===== src/include/wptm_pkg.sv =====
/*
  Constants, field layout, register map and state type of the wake poll
  timer. Assumes a 100 MHz system clock derived from the crystal or TCXO.
*/
package wptm_pkg;
  localparam int unsigned CLK_HZ = 100_000_000;
  localparam int unsigned CLK_PERIOD_NS = 10;
  localparam int unsigned RC_HZ = 40_000;
  localparam int unsigned RC_PERIOD_CYC = CLK_HZ / RC_HZ;
  localparam int unsigned CAL_PERIODS = 4;
  localparam int unsigned CAL_TARGET = RC_PERIOD_CYC * CAL_PERIODS;
  localparam int unsigned CAL_TOL = CAL_TARGET / 1000;
  localparam int unsigned TCXO_SETTLE_NS = 1000;
  localparam int unsigned TCXO_SETTLE_CYC =
    (TCXO_SETTLE_NS + CLK_PERIOD_NS - 1) / CLK_PERIOD_NS;
  localparam int unsigned ADDR_W = 8;
  localparam logic [7:0] OFS_CTRL = 8'h00;
  localparam logic [7:0] OFS_SLEEP = 8'h04;
  localparam logic [7:0] OFS_RXTIME = 8'h08;
  localparam logic [7:0] OFS_CALINT = 8'h0c;
  localparam logic [7:0] OFS_TSTAMP = 8'h10;
  localparam logic [7:0] OFS_STATUS = 8'h14;
  localparam logic [7:0] OFS_IRQ_STAT = 8'h18;
  localparam logic [7:0] OFS_IRQ_CLR = 8'h1c;
  localparam logic [7:0] OFS_IRQ_EN = 8'h20;
  localparam logic [7:0] OFS_TIMER = 8'h24;
  localparam int unsigned CTRL_POLL_BIT = 0;
  localparam int unsigned CTRL_TCXO_BIT = 1;
  localparam int unsigned CTRL_CAL_BIT = 2;
  localparam int unsigned EV_PKT = 0;
  localparam int unsigned EV_CAL = 1;
  localparam int unsigned EV_W = 2;
  localparam int unsigned TRIM_W = 6;
  localparam logic [2:0] CTRL_RST = 3'h0;
  localparam logic [15:0] SLEEP_RST = 16'h0028;
  localparam logic [15:0] RXTIME_RST = 16'h0004;
  localparam logic [7:0] CALINT_RST = 8'h10;
  localparam logic [5:0] TRIM_RST = 6'h20;
  typedef enum logic [2:0] {
    ST_IDLE, ST_SLEEP, ST_WAKE, ST_CAL, ST_RX, ST_HOLD
  } wptm_state_t;
endpackage


===== src/core/wptm_tick.sv =====
/*
  Rising-edge detector for the RC oscillator level.
  Assumes the RC level is already synchronous to the system clock.
*/
`timescale 1ns/10ps
module wptm_tick (
  input wire logic clk,
  input wire logic reset,
  input wire logic rc_level,
  output logic tick
);
  logic rc_r;

  always_ff @(posedge clk) begin
    if (reset) begin
      rc_r <= 1'b0;
    end else begin
      rc_r <= rc_level;
    end
  end

  // One pulse per RC period
  assign tick = rc_level & ~rc_r;
endmodule


===== src/core/wptm_cal.sv =====
/*
  RC oscillator calibrator: counts system clocks over a number of RC
  periods and steps the trim code toward the nominal period.
  Assumes one tick pulse per RC period and a raise-trim-speeds-up RC.
*/
`timescale 1ns/10ps
module wptm_cal
  import wptm_pkg::*;
#(
  parameter int unsigned PERIODS = CAL_PERIODS
) (
  input wire logic clk,
  input wire logic reset,
  input wire logic start,
  input wire logic tick,
  output logic [wptm_pkg::TRIM_W-1:0] trim,
  output logic done
);
  localparam logic [15:0] TGT = 16'(RC_PERIOD_CYC * PERIODS);
  localparam logic [15:0] TOL = 16'(RC_PERIOD_CYC * PERIODS / 1000);
  logic busy_r;
  logic armed_r;
  logic [3:0] per_r;
  logic [15:0] cnt_r;
  logic fin;

  assign fin = armed_r & tick & (per_r == 4'(PERIODS - 1));

  always_ff @(posedge clk) begin
    if (reset) begin
      busy_r <= 1'b0;
      armed_r <= 1'b0;
      per_r <= 4'h0;
      cnt_r <= 16'h0000;
    end else if (start) begin
      busy_r <= 1'b1;
      armed_r <= 1'b0;
      per_r <= 4'h0;
      cnt_r <= 16'h0000;
    end else if (busy_r) begin
      if (!armed_r) begin
        armed_r <= tick;
      end else begin
        if (cnt_r != 16'hffff) begin
          cnt_r <= cnt_r + 16'h0001;
        end
        if (tick) begin
          per_r <= per_r + 4'h1;
        end
        if (fin || cnt_r == 16'hffff) begin
          busy_r <= 1'b0;
        end
      end
    end
  end

  // Step trim toward the reference-derived period
  always_ff @(posedge clk) begin
    if (reset) begin
      trim <= TRIM_RST;
      done <= 1'b0;
    end else begin
      done <= busy_r & armed_r & (fin | cnt_r == 16'hffff);
      if (busy_r && armed_r && (fin || cnt_r == 16'hffff)) begin
        if (cnt_r > TGT + TOL && trim != {TRIM_W{1'b1}}) begin
          trim <= trim + 1'b1;
        end else if (cnt_r < TGT - TOL && trim != '0) begin
          trim <= trim - 1'b1;
        end
      end
    end
  end
endmodule


===== src/core/wptm_top.sv =====
/*
  Wake poll timer: RC-clocked sleep timer and receive polling sequencer
  with APB registers, calibration scheduling and TCXO control.
  Assumes a zero-wait APB master, synchronous RC level and packet strobe.
*/
`timescale 1ns/10ps
module wptm_top
  import wptm_pkg::*;
(
  input wire logic CLK,
  input wire logic RESET,
  input wire logic PSEL,
  input wire logic PENABLE,
  input wire logic PWRITE,
  input wire logic [wptm_pkg::ADDR_W-1:0] PADDR,
  input wire logic [31:0] PWDATA,
  output logic [31:0] PRDATA,
  output logic PREADY,
  output logic PSLVERR,
  input wire logic RC_OSC,
  output logic [wptm_pkg::TRIM_W-1:0] RC_TRIM,
  output logic RX_ON,
  input wire logic PKT_VALID,
  output logic TCXO_EN,
  output logic IRQ
);
  import wptm_pkg::*;

  wptm_state_t state_r;
  wptm_state_t state_nxt;
  logic [2:0] ctrl_r;
  logic [15:0] sleep_r;
  logic [15:0] rxtime_r;
  logic [7:0] calint_r;
  logic [31:0] tstamp_r;
  logic [31:0] timer_r;
  logic [15:0] phase_r;
  logic [15:0] settle_r;
  logic [7:0] wake_cnt_r;
  logic [EV_W-1:0] irq_stat_r;
  logic [EV_W-1:0] irq_en_r;
  logic [31:0] prdata_r;
  logic rc_tick;
  logic cal_start;
  logic cal_done;
  logic wr;
  logic setup;
  logic mapped;
  logic poll_en;
  logic use_tcxo;
  logic cal_due;
  logic pkt_hit;
  logic settled;
  logic [EV_W-1:0] ev_set;
  logic [EV_W-1:0] ev_clr;

  assign poll_en = ctrl_r[CTRL_POLL_BIT];
  assign use_tcxo = ctrl_r[CTRL_TCXO_BIT];
  assign cal_due = ctrl_r[CTRL_CAL_BIT] & (wake_cnt_r == 8'h00);
  assign pkt_hit = (state_r == ST_RX) & PKT_VALID;
  assign settled = !use_tcxo || settle_r >= 16'(TCXO_SETTLE_CYC - 1);

  wptm_tick u_tick (
    .clk(CLK),
    .reset(RESET),
    .rc_level(RC_OSC),
    .tick(rc_tick)
  );

  wptm_cal #(
    .PERIODS(CAL_PERIODS)
  ) u_cal (
    .clk(CLK),
    .reset(RESET),
    .start(cal_start),
    .tick(rc_tick),
    .trim(RC_TRIM),
    .done(cal_done)
  );

  // APB decode
  assign wr = PSEL & PENABLE & PWRITE;
  assign setup = PSEL & ~PENABLE;
  assign PREADY = 1'b1;
  always_comb begin
    case (PADDR)
      OFS_CTRL, OFS_SLEEP, OFS_RXTIME, OFS_CALINT, OFS_TSTAMP,
      OFS_STATUS, OFS_IRQ_STAT, OFS_IRQ_CLR, OFS_IRQ_EN,
      OFS_TIMER: mapped = 1'b1;
      default: mapped = 1'b0;
    endcase
  end
  assign PSLVERR = PSEL & PENABLE & ~mapped;

  // Software settings
  always_ff @(posedge CLK) begin
    if (RESET) begin
      ctrl_r <= CTRL_RST;
      sleep_r <= SLEEP_RST;
      rxtime_r <= RXTIME_RST;
      calint_r <= CALINT_RST;
      irq_en_r <= '0;
    end else if (wr) begin
      case (PADDR)
        OFS_CTRL: ctrl_r <= PWDATA[2:0];
        OFS_SLEEP: sleep_r <= PWDATA[15:0];
        OFS_RXTIME: rxtime_r <= PWDATA[15:0];
        OFS_CALINT: calint_r <= PWDATA[7:0];
        OFS_IRQ_EN: irq_en_r <= PWDATA[EV_W-1:0];
        default: ctrl_r <= ctrl_r;
      endcase
    end
  end

  // Read data captured in the setup cycle
  always_ff @(posedge CLK) begin
    if (RESET) begin
      prdata_r <= 32'h00000000;
    end else if (setup && !PWRITE) begin
      case (PADDR)
        OFS_CTRL: prdata_r <= {29'h0, ctrl_r};
        OFS_SLEEP: prdata_r <= {16'h0, sleep_r};
        OFS_RXTIME: prdata_r <= {16'h0, rxtime_r};
        OFS_CALINT: prdata_r <= {24'h0, calint_r};
        OFS_TSTAMP: prdata_r <= tstamp_r;
        OFS_STATUS: prdata_r <= {16'h0, 2'h0, RC_TRIM, 5'h0, state_r};
        OFS_IRQ_STAT: prdata_r <= {30'h0, irq_stat_r};
        OFS_IRQ_EN: prdata_r <= {30'h0, irq_en_r};
        OFS_TIMER: prdata_r <= timer_r;
        default: prdata_r <= 32'h00000000;
      endcase
    end
  end
  assign PRDATA = prdata_r;

  // Free-running sleep timer on RC ticks
  always_ff @(posedge CLK) begin
    if (RESET) begin
      timer_r <= 32'h00000000;
    end else if (rc_tick) begin
      timer_r <= timer_r + 32'h00000001;
    end
  end

  // Time stamp of the last valid packet
  always_ff @(posedge CLK) begin
    if (RESET) begin
      tstamp_r <= 32'h00000000;
    end else if (pkt_hit) begin
      tstamp_r <= timer_r;
    end
  end

  // Sticky events, set beats clear
  assign ev_set = {cal_done, pkt_hit};
  assign ev_clr = (wr && PADDR == OFS_IRQ_CLR) ? PWDATA[EV_W-1:0] : '0;
  always_ff @(posedge CLK) begin
    if (RESET) begin
      irq_stat_r <= '0;
    end else begin
      irq_stat_r <= (irq_stat_r & ~ev_clr) | ev_set;
    end
  end
  assign IRQ = |(irq_stat_r & irq_en_r);

  // Sequencer next state
  always_comb begin
    state_nxt = state_r;
    case (state_r)
      ST_IDLE: begin
        if (poll_en) begin
          state_nxt = ST_SLEEP;
        end
      end
      ST_SLEEP: begin
        if (!poll_en) begin
          state_nxt = ST_IDLE;
        end else if (phase_r >= sleep_r) begin
          state_nxt = ST_WAKE;
        end
      end
      ST_WAKE: begin
        if (!poll_en) begin
          state_nxt = ST_IDLE;
        end else if (settled) begin
          state_nxt = cal_due ? ST_CAL : ST_RX;
        end
      end
      ST_CAL: begin
        if (cal_done) begin
          state_nxt = ST_RX;
        end
      end
      ST_RX: begin
        if (!poll_en) begin
          state_nxt = ST_IDLE;
        end else if (PKT_VALID) begin
          state_nxt = ST_HOLD;
        end else if (phase_r >= rxtime_r) begin
          state_nxt = ST_SLEEP;
        end
      end
      ST_HOLD: begin
        if (!poll_en) begin
          state_nxt = ST_IDLE;
        end else if (!irq_stat_r[EV_PKT]) begin
          state_nxt = ST_SLEEP;
        end
      end
      default: state_nxt = ST_IDLE;
    endcase
  end

  always_ff @(posedge CLK) begin
    if (RESET) begin
      state_r <= ST_IDLE;
    end else begin
      state_r <= state_nxt;
    end
  end

  assign cal_start = (state_r == ST_WAKE) & (state_nxt == ST_CAL);

  // RC ticks spent in the current sleep or listen phase
  always_ff @(posedge CLK) begin
    if (RESET) begin
      phase_r <= 16'h0000;
    end else if (state_nxt != state_r) begin
      phase_r <= 16'h0000;
    end else if (rc_tick && phase_r != 16'hffff) begin
      phase_r <= phase_r + 16'h0001;
    end
  end

  // TCXO settle wait after wake-up
  always_ff @(posedge CLK) begin
    if (RESET) begin
      settle_r <= 16'h0000;
    end else if (state_r != ST_WAKE) begin
      settle_r <= 16'h0000;
    end else if (!settled) begin
      settle_r <= settle_r + 16'h0001;
    end
  end

  // Wake-ups left until the next calibration
  always_ff @(posedge CLK) begin
    if (RESET) begin
      wake_cnt_r <= 8'h00;
    end else if (state_r == ST_WAKE && state_nxt != ST_WAKE &&
                 state_nxt != ST_IDLE && ctrl_r[CTRL_CAL_BIT]) begin
      if (cal_due) begin
        wake_cnt_r <= calint_r;
      end else begin
        wake_cnt_r <= wake_cnt_r - 8'h01;
      end
    end
  end

  // Radio and reference control
  always_ff @(posedge CLK) begin
    if (RESET) begin
      RX_ON <= 1'b0;
      TCXO_EN <= 1'b0;
    end else begin
      RX_ON <= (state_nxt == ST_RX);
      TCXO_EN <= use_tcxo & (state_nxt == ST_WAKE ||
                 state_nxt == ST_CAL || state_nxt == ST_RX);
    end
  end
endmodule


===== config.mk =====
export PLATFORM = sky130hd
export DESIGN_NAME = wptm_top
export DESIGN_NICKNAME = d
export VERILOG_FILES = /design/src/include/wptm_pkg.sv /design/src/core/wptm_tick.sv /design/src/core/wptm_cal.sv /design/src/core/wptm_top.sv
export SDC_FILE = /design/constraint.sdc
export NUM_CORES = 1
export LEC_CHECK = 0
export BUFFER_PORTS_ARGS = -buffer_cell sky130_fd_sc_hd__buf_2
export CAP_MARGIN = 20
export CELL_PAD_IN_SITES_DETAIL_PLACEMENT = 2
export CELL_PAD_IN_SITES_GLOBAL_PLACEMENT = 2
export CORE_MARGIN = 5
export CORE_UTILIZATION = 36
export CTS_CLUSTER_SIZE = 16
export DETAILED_ROUTE_END_ITERATION = 10
export GPL_TIMING_DRIVEN = 0
export PLACE_DENSITY_LB_ADDON = 0.1
export SLEW_MARGIN = 10
export SYNTH_ARGS = -nofsm -noshare
export SYNTH_HDL_FRONTEND = slang
export SYNTH_SLANG_ARGS = --single-unit

===== constraint.sdc =====
create_clock -name CLK -period 3.4 [get_ports CLK]
set_input_delay 0 -clock CLK [delete_from_list [all_inputs] [get_ports CLK]]
set_output_delay 0 -clock CLK [all_outputs]
set_load 0.02 [all_outputs]

# Word-level counts from Yosys, hierarchy flattened
# Cells that the tools add are included.
[classes]
n_lt_le_gt_ge = 5
muxes = 24
n_reduce_logical = 35
addsub = 8
n_bitwise = 21
eq_ne = 25
[op_table]
columns = ["operator", "count"]
rows = [
  ["$pmux 32 s9", 1],
  ["$add 16x1->16 const B", 3],
  ["$mux 3", 12],
  ["$add 32x1->32 const B", 1],
  ["$eq 8x5->1 const B", 4],
  ["$ge 16x16->1", 2],
  ["$ne 16x16->1 const B", 2],
  ["$pmux 3 s6", 1],
  ["$eq 16x16->1 const B", 1],
  ["$eq 8x4->1 const B", 2],
  ["$eq 8x6->1 const B", 2],
  ["$ge 16x7->1 const B", 1],
  ["$gt 16x14->1 const B", 1],
  ["$logic_not 8->1", 2],
  ["$lt 16x14->1 const B", 1],
  ["$and 1x1->1", 13],
  ["$eq 3x2->1 const B", 4],
  ["$mux 6", 2],
  ["$reduce_and 2->1", 6],
  ["$logic_and 1x1->1", 10],
  ["$reduce_or 10->1", 1],
  ["$eq 3x3->1 const B", 3],
  ["$eq 8x3->1 const B", 1],
  ["$mux 8", 1],
  ["other kinds (24)", 41],
]
[totals]
in_bits = 47
elab_cells = 140
output_inout_bits = 43
ff_bits = 218

# Depth between registers and ports, before layout
[logic_depth]
ltp_word = 10
ltp_mapped = 15
mapped_depth_nobuf = 15

# Modules after synthesis
# Synthesis repeated with hierarchy kept, for this count alone.
[hier_totals]
cells_unflattened = 1320
area_unflattened_um2 = 10754.1
[by_module_without_submodules]
columns = ["mod", "instances", "seq_area_each_um2", "area_each_um2", "cells_per_inst"]
rows = [
  ["wptm_top", 1, 3763.6, 9009.9, 1127],
  ["wptm_cal", 1, 580.6, 1696.6, 190],
  ["wptm_tick", 1, 20.0, 47.5, 3],
]

# Least setup slack after synthesis
# No wires, ideal clock.
[synth_timing]
kind = "register -> register"
from = "register u_cal.cnt_r[11]"
to = "register u_cal.trim[5] (netlist name)"
t_arrival_ps = 2681
setup_time_ps = 129
n_path_buf = 0
stages_incl_launch_ff = 15
required_ps = 3271
synth_period_minus_slack_ps = 2810
path_slack_ps = 590
cell_sequence = "dfxtp_1 or2_2 nor4_1 o41ai_1 a21oi_1 inv_1 ha_1 a21o_1 a21oi_1 o21bai_1 a21oi_1 a211oi_1 o21ai_0 xor2_1 nand2_1"
[synth_via]
elab_chain_len = 4
elab_cells_between_ends = 10
cone_classes = "2 x order compare; 1 x eq/ne; 1 x mux; 6 x reduce/logical"
[synth_rtl]
columns = ["item", "line_no", "rtl"]
rows = [
  ["start: declaration", "wptm_cal.sv:24", "logic [15:0] cnt_r;"],
  ["start signal: assignment", "wptm_cal.sv:45", "cnt_r <= cnt_r + 16'h0001;"],
  ["$lt 16x14->1 (tied with other cells)", "wptm_cal.sv:67", "end else if (cnt_r < TGT - TOL && trim != '0) begin"],
  ["$logic_and 1x1->1 (tied with other cells)", "wptm_cal.sv:67", ""],
  ["$reduce_bool 2->1 (no line) or $logic_and 1x1->1 (tied branches)", "--", ""],
  ["$reduce_and 2->1 (no line)", "--", ""],
  ["end signal: assignment", "wptm_cal.sv:66", "trim <= trim + 1'b1;"],
  ["end signal: assignment", "wptm_cal.sv:68", "trim <= trim - 1'b1;"],
  ["end: declaration", "wptm_cal.sv:16", "output logic [wptm_pkg::TRIM_W-1:0] trim,"],
]
# Several ways; a longest one is shown, not always the timed one.
# A chain may end at the register's enable or synchronous reset.

# Worst setup path after layout
[layout_timing]
from = "register rxtime_r[13]"
to = "register wake_cnt_r[3]"
[layout_via]
elab_chain_len = 9
elab_cells_between_ends = 10
cone_classes = "1 x order compare; 1 x eq/ne; 4 x mux; 4 x reduce/logical"
[layout_rtl]
columns = ["item", "line_no", "rtl"]
rows = [
  ["start: declaration", "wptm_top.sv:33", "logic [15:0] rxtime_r;"],
  ["start signal: assignment", "wptm_top.sv:107", "OFS_RXTIME: rxtime_r <= PWDATA[15:0];"],
  ["$ge 16x16->1 (*)", "wptm_top.sv:199", "end else if (phase_r >= rxtime_r) begin"],
  ["$mux 3 (*)", "wptm_top.sv:199", ""],
  ["$mux 3 (*)", "wptm_top.sv:197", "end else if (PKT_VALID) begin"],
  ["$mux 3 (*)", "wptm_top.sv:195", "if (!poll_en) begin"],
  ["$pmux 3 s6 (*)", "wptm_top.sv:169", "case (state_r)"],
  ["$ne 3x2->1", "wptm_top.sv:250", "end else if (state_r == ST_WAKE && state_nxt != ST_WAKE &&"],
  ["$logic_and 1x1->1", "wptm_top.sv:250", ""],
  ["$logic_and 1x1->1 (*)", "wptm_top.sv:250", ""],
  ["$logic_and 1x1->1 (*)", "wptm_top.sv:251", "state_nxt != ST_IDLE && ctrl_r[CTRL_CAL_BIT]) begin"],
  ["end signal: assignment", "wptm_top.sv:253", "wake_cnt_r <= calint_r;"],
  ["end signal: assignment", "wptm_top.sv:255", "wake_cnt_r <= wake_cnt_r - 8'h01;"],
  ["end: declaration", "wptm_top.sv:39", "logic [7:0] wake_cnt_r;"],
]
# Mark *: on every way between the ends. The rest lies on a longest branch, timed or not.

==> run_results.csv <==
group,metric,value,unit
outcome,status,"complete, no violations",
timing,hold_viol,0,
clocking,insertion_delay,0.55,ns
setup_path,slowest_delay,0.46,ns
logic_synthesis,ys_seq_elements,218,
logic_synthesis,netlist_area,10300,um2
floorplan,fp.coreArea,28500,um2
detailed_routing,wl,38100,um
setup_path,crit_path_top_delay_cell,"a211oi_1",
grt,grt_use_total,23.5,%
timing,slew_headroom,42.7,%
place,port_buffers,72,
detailed_routing,met1_length,16900,um
timing,fin_ws,0.191,ns
clocking,htree_levels,1,
cells_and_area,insertedDiodeCount,0,
floorplan,die_w,179,um
detailed_routing,drc,0,
detailed_routing,avgRoutedWirePerCell,21.5,um
detailed_routing,vias,9844,
power_and_ir_drop,p_per_area,468,nW/um2
logic_synthesis,synth-edff-count,0,
clocking,post_cts_buffers,0,
timing,finalSetupViolCount,0,
logic_synthesis,yosysSeqAreaShare,42.4,%
detailed_routing,wl_met2,19000,um
setup_path,worstSetupEndpointType,"flop",
cells_and_area,multi_input_area,5490,um2
detailed_routing,first_pass_iters,5,
setup_path,required,3.84,ns
timing,post-route-period-util,94.4,%
timing,fmax,0.312,GHz
cells_and_area,seqCellArea,4360,um2
power_and_ir_drop,intPower,4.39,mW
setup_path,arrival,3.65,ns
floorplan,num_rows,62,
power_and_ir_drop,ir_drop,0.348,mV
cells_and_area,layout.nets,1456,
job,max_cap_viol_count,0,
timing,slew_violations,0,
setup_path,worstPathMaxFanout,10,
clocking,numCtsBuffers,27,
setup_path,critPathBufInv,2,
detailed_routing,final_antenna_net_count,0,
logic_synthesis,ys_async_sr_fraction,0,%
logic_synthesis,ys_types,75,
logic_synthesis,yosysWarnings,0,
floorplan,fp.dieH,179,um
clocking,clk_pin_slew,0.06,ns
setup_path,start_kind,"flop",
timing,fin_crit,3.21,ns
cells_and_area,drive_gt1_share,10.4,%
setup_path,crit_family,"compound AO/OA/AOI/OAI gates",
cells_and_area,layout.cells.non_filler,1767,
grt,grt.overflow.total,0,
worst_hold_path,min_path_type,"primary input to flop",
clocking,cts_root_buffer,"clkbuf_16",
detailed_routing,wl_met3,1150,um
clocking,clk_path_buf_depth,3,
setup_path,worstPathCellList,"inv_1 > ha_1 > a21o_1 > a21o_1 > a21o_1 > a211oi_1 > a21o_1 > nand3_1 > buf_4 > and2_1 > o32ai_1",
cells_and_area,nFillCells,3234,
floorplan,io_pins,90,
grt,grt_pass1_wl,59100,um
grt,grt_pass1_vias,10397,
power_and_ir_drop,leakage,4.57,nW
place,post-place-ws,0.200,ns
timing,tightest_slew,0.857,ns
clocking,cts_tree,"yes",
grt,antenna_found_initial,0,
power_and_ir_drop,pwr-share-seq,45.3,%
grt,grt_max_degree,14,
logic_synthesis,synth_nets,1334,
detailed_routing,top_layer,"met4",
clocking,cts_sinks,218,
logic_synthesis,synthCells,1244,
detailed_routing,drt-initial-drc-count,420,
place,hpwlAfterDp,28300,um
timing,skew,0.0126,ns
logic_synthesis,syn_avg_cell_area,8.27,um2
power_and_ir_drop,share_comb_of_total_power,4.1,%
setup_path,cp_common_cell,"a21o_1",
logic_synthesis,synth_ff_type,"dfxtp_1",
floorplan,start_util,36.2,%
cells_and_area,syn2layout_area_growth,18.8,%
detailed_routing,viasPerCell,5.57,
power_and_ir_drop,clockPowerShare,50.7,%
place,placed_cells,1700,
setup_path,worstSetupPathType,"flop to flop",
power_and_ir_drop,power_switching,1.33,mW
power_and_ir_drop,switching_share,23.3,%
floorplan,dieArea,32100,um2
place,globalplace.congestion,0.817,
layer usage:
layer,vias up,global-route usage (%)
met5,-,0
met4,0,6.09
met3,57,2.66
met2,161,42.4
met1,4987,29.6
li1,4639,-
flip-flops by register name (all words and copies together) (netlist names), 2 cells and up:
register	flops
wake_cnt_r	8
settle_r	16
tstamp_r	32
timer_r	32
ctrl_r	3
phase_r	16
irq_en_r	2
sleep_r	16
u_cal.trim	6
u_cal.cnt_r	16
rxtime_r	16
PRDATA	32
calint_r	8
irq_stat_r	2
u_cal.per_r	4
state_r	3
what timing repair did:
| item | 4_1_cts | 5_1_grt |
|---|---|---|
| resized for setup | 0 | 3 |
| hold endpoints to repair | 55 | 0 |
| endpoints found under the setup margin | 0 | 1 |
| hold buffers | 20 | 0 |
Yosys cell counts (3+ instances only):
library cell    n  share of area [%]
a22oi_1        15                1.1
nor4b_1         3               0.26
a21oi_1       125                6.1
a21o_1          7               0.51
buf_2           4               0.19
nor2b_1         5               0.30
nand2b_1        7               0.43
clkbuf_1       55                2.0
nand4_1        23                1.4
or3_1           7               0.43
o21ai_0        21                1.0
and2_1         13               0.79
o211ai_1        5               0.36
a22o_1          5               0.43
dfxtp_1       218                 42
o21a_1          6               0.44
a211oi_1        5               0.36
a31oi_1         8               0.49
xnor2_1        23                2.0
ha_1           42                5.1
o2111ai_1       3               0.26
a211o_1         3               0.26
a221oi_1       25                2.1
nand3b_1        3               0.22
mux2i_1        11                1.1
nand3_1        47                2.3
inv_1          50                1.8
nor3_1         44                2.1
and3_1         22                1.3
nor2_1        123                4.5
nand2_1       196                7.1
and4_1          4               0.34
o32ai_1         3               0.26
a222oi_1       12                1.2
nor4_1          5               0.30
xor2_1         47                4.0
stage by stage:
stage               instance area (um2)  hold slack (ns)  util, %  power, mW  setup TNS [ns]
detailed placement                11100            0.256     39.1       2.86               0
finish                            12200           0.0310     42.9       5.72               0
floorplan                         10300           0.0875        -       2.75               0
global route                      12200           0.0934     42.9       5.89         -0.0746
global placement                  11100            0.246     39.1       2.85               0
CTS                               12200           0.0237     42.9       5.79               0
power groups by stage:
stage / combinational, mW / sequential, mW / clock (mW)
floorplan: 0.0947 / 2.66 / 0
global placement: 0.208 / 2.64 / 0
detailed placement: 0.214 / 2.65 / 0
CTS: 0.234 / 2.59 / 2.96
global route: 0.251 / 2.59 / 3.05
finish: 0.232 / 2.59 / 2.90
worst paths after layout:
check,startpoint,end,slack (ns),depth (start not counted)
worst max register to register,rxtime_r[13]$_SDFFE_PP0P_,wake_cnt_r[3]$_SDFFE_PP0P_,0.19,11
worst max-delay path,rxtime_r[13]$_SDFFE_PP0P_,wake_cnt_r[3]$_SDFFE_PP0P_,0.19,11
worst min-delay path,PADDR[2],irq_stat_r[1]$_SDFF_PP0_,0.03,6
worst min register to register,tstamp_r[16]$_SDFFE_PP0P_,tstamp_r[16]$_SDFFE_PP0P_,0.46,2
worst reg2reg max path: stages, from the launching register on:
cell	delay, ns
dfxtp_1	0.43
inv_1	0.09
ha_1	0.31
a21o_1	0.19
a21o_1	0.18
a21o_1	0.18
a211oi_1	0.46
a21o_1	0.32
nand3_1	0.16
buf_4	0.24
and2_1	0.23
o32ai_1	0.31
cell type report:
class                   count  area share [%]
well taps                 384            3.93
plain buffers              65            2.17
flip-flops and latches    218            35.7
clock buffers              36            6.05
inverters                  50            1.54
repair buffers             93            4.63
clock inverters            10            1.07
multi-input cells         911            44.9
layout by cell type, fill, tap and decap left out, types with 4 or more instances in the layout:
| cell | count |
|---|---|
| nor3_1 | 44 |
| o21a_1 | 6 |
| a22oi_1 | 15 |
| a31oi_1 | 8 |
| a221oi_1 | 25 |
| nand3_1 | 47 |
| o21ai_0 | 21 |
| dlygate4sd3_1 | 20 |
| clkbuf_16 | 27 |
| and4_1 | 4 |
| a21oi_1 | 125 |
| and2_1 | 13 |
| xnor2_1 | 23 |
| inv_1 | 49 |
| clkinv_2 | 5 |
| a22o_1 | 5 |
| xor2_1 | 47 |
| or3_1 | 7 |
| ha_1 | 42 |
| nand4_1 | 23 |
| clkbuf_1 | 61 |
| a21o_1 | 7 |
| nor2b_1 | 5 |
| mux2i_1 | 11 |
| and3_1 | 22 |
| nor4_1 | 4 |
| nor2_1 | 123 |
| nand2b_1 | 7 |
| buf_2 | 76 |
| o211ai_1 | 5 |
| dfxtp_1 | 218 |
| a222oi_1 | 12 |
| a211oi_1 | 5 |
| nand2_1 | 196 |
cells by family after synthesis:
logic type	after synthesis	synth area share, %
buffers and inverters	115	4.40
other	1	0.0364
DFF	218	42.4
and+or+nand+nor	518	23.4
xor gates and xnor gates	70	5.96
AOI/OAI and AO/OA	267	17.3
adders and majority gates	43	5.30
muxes	12	1.18
(Power assumes the default switching activity.)
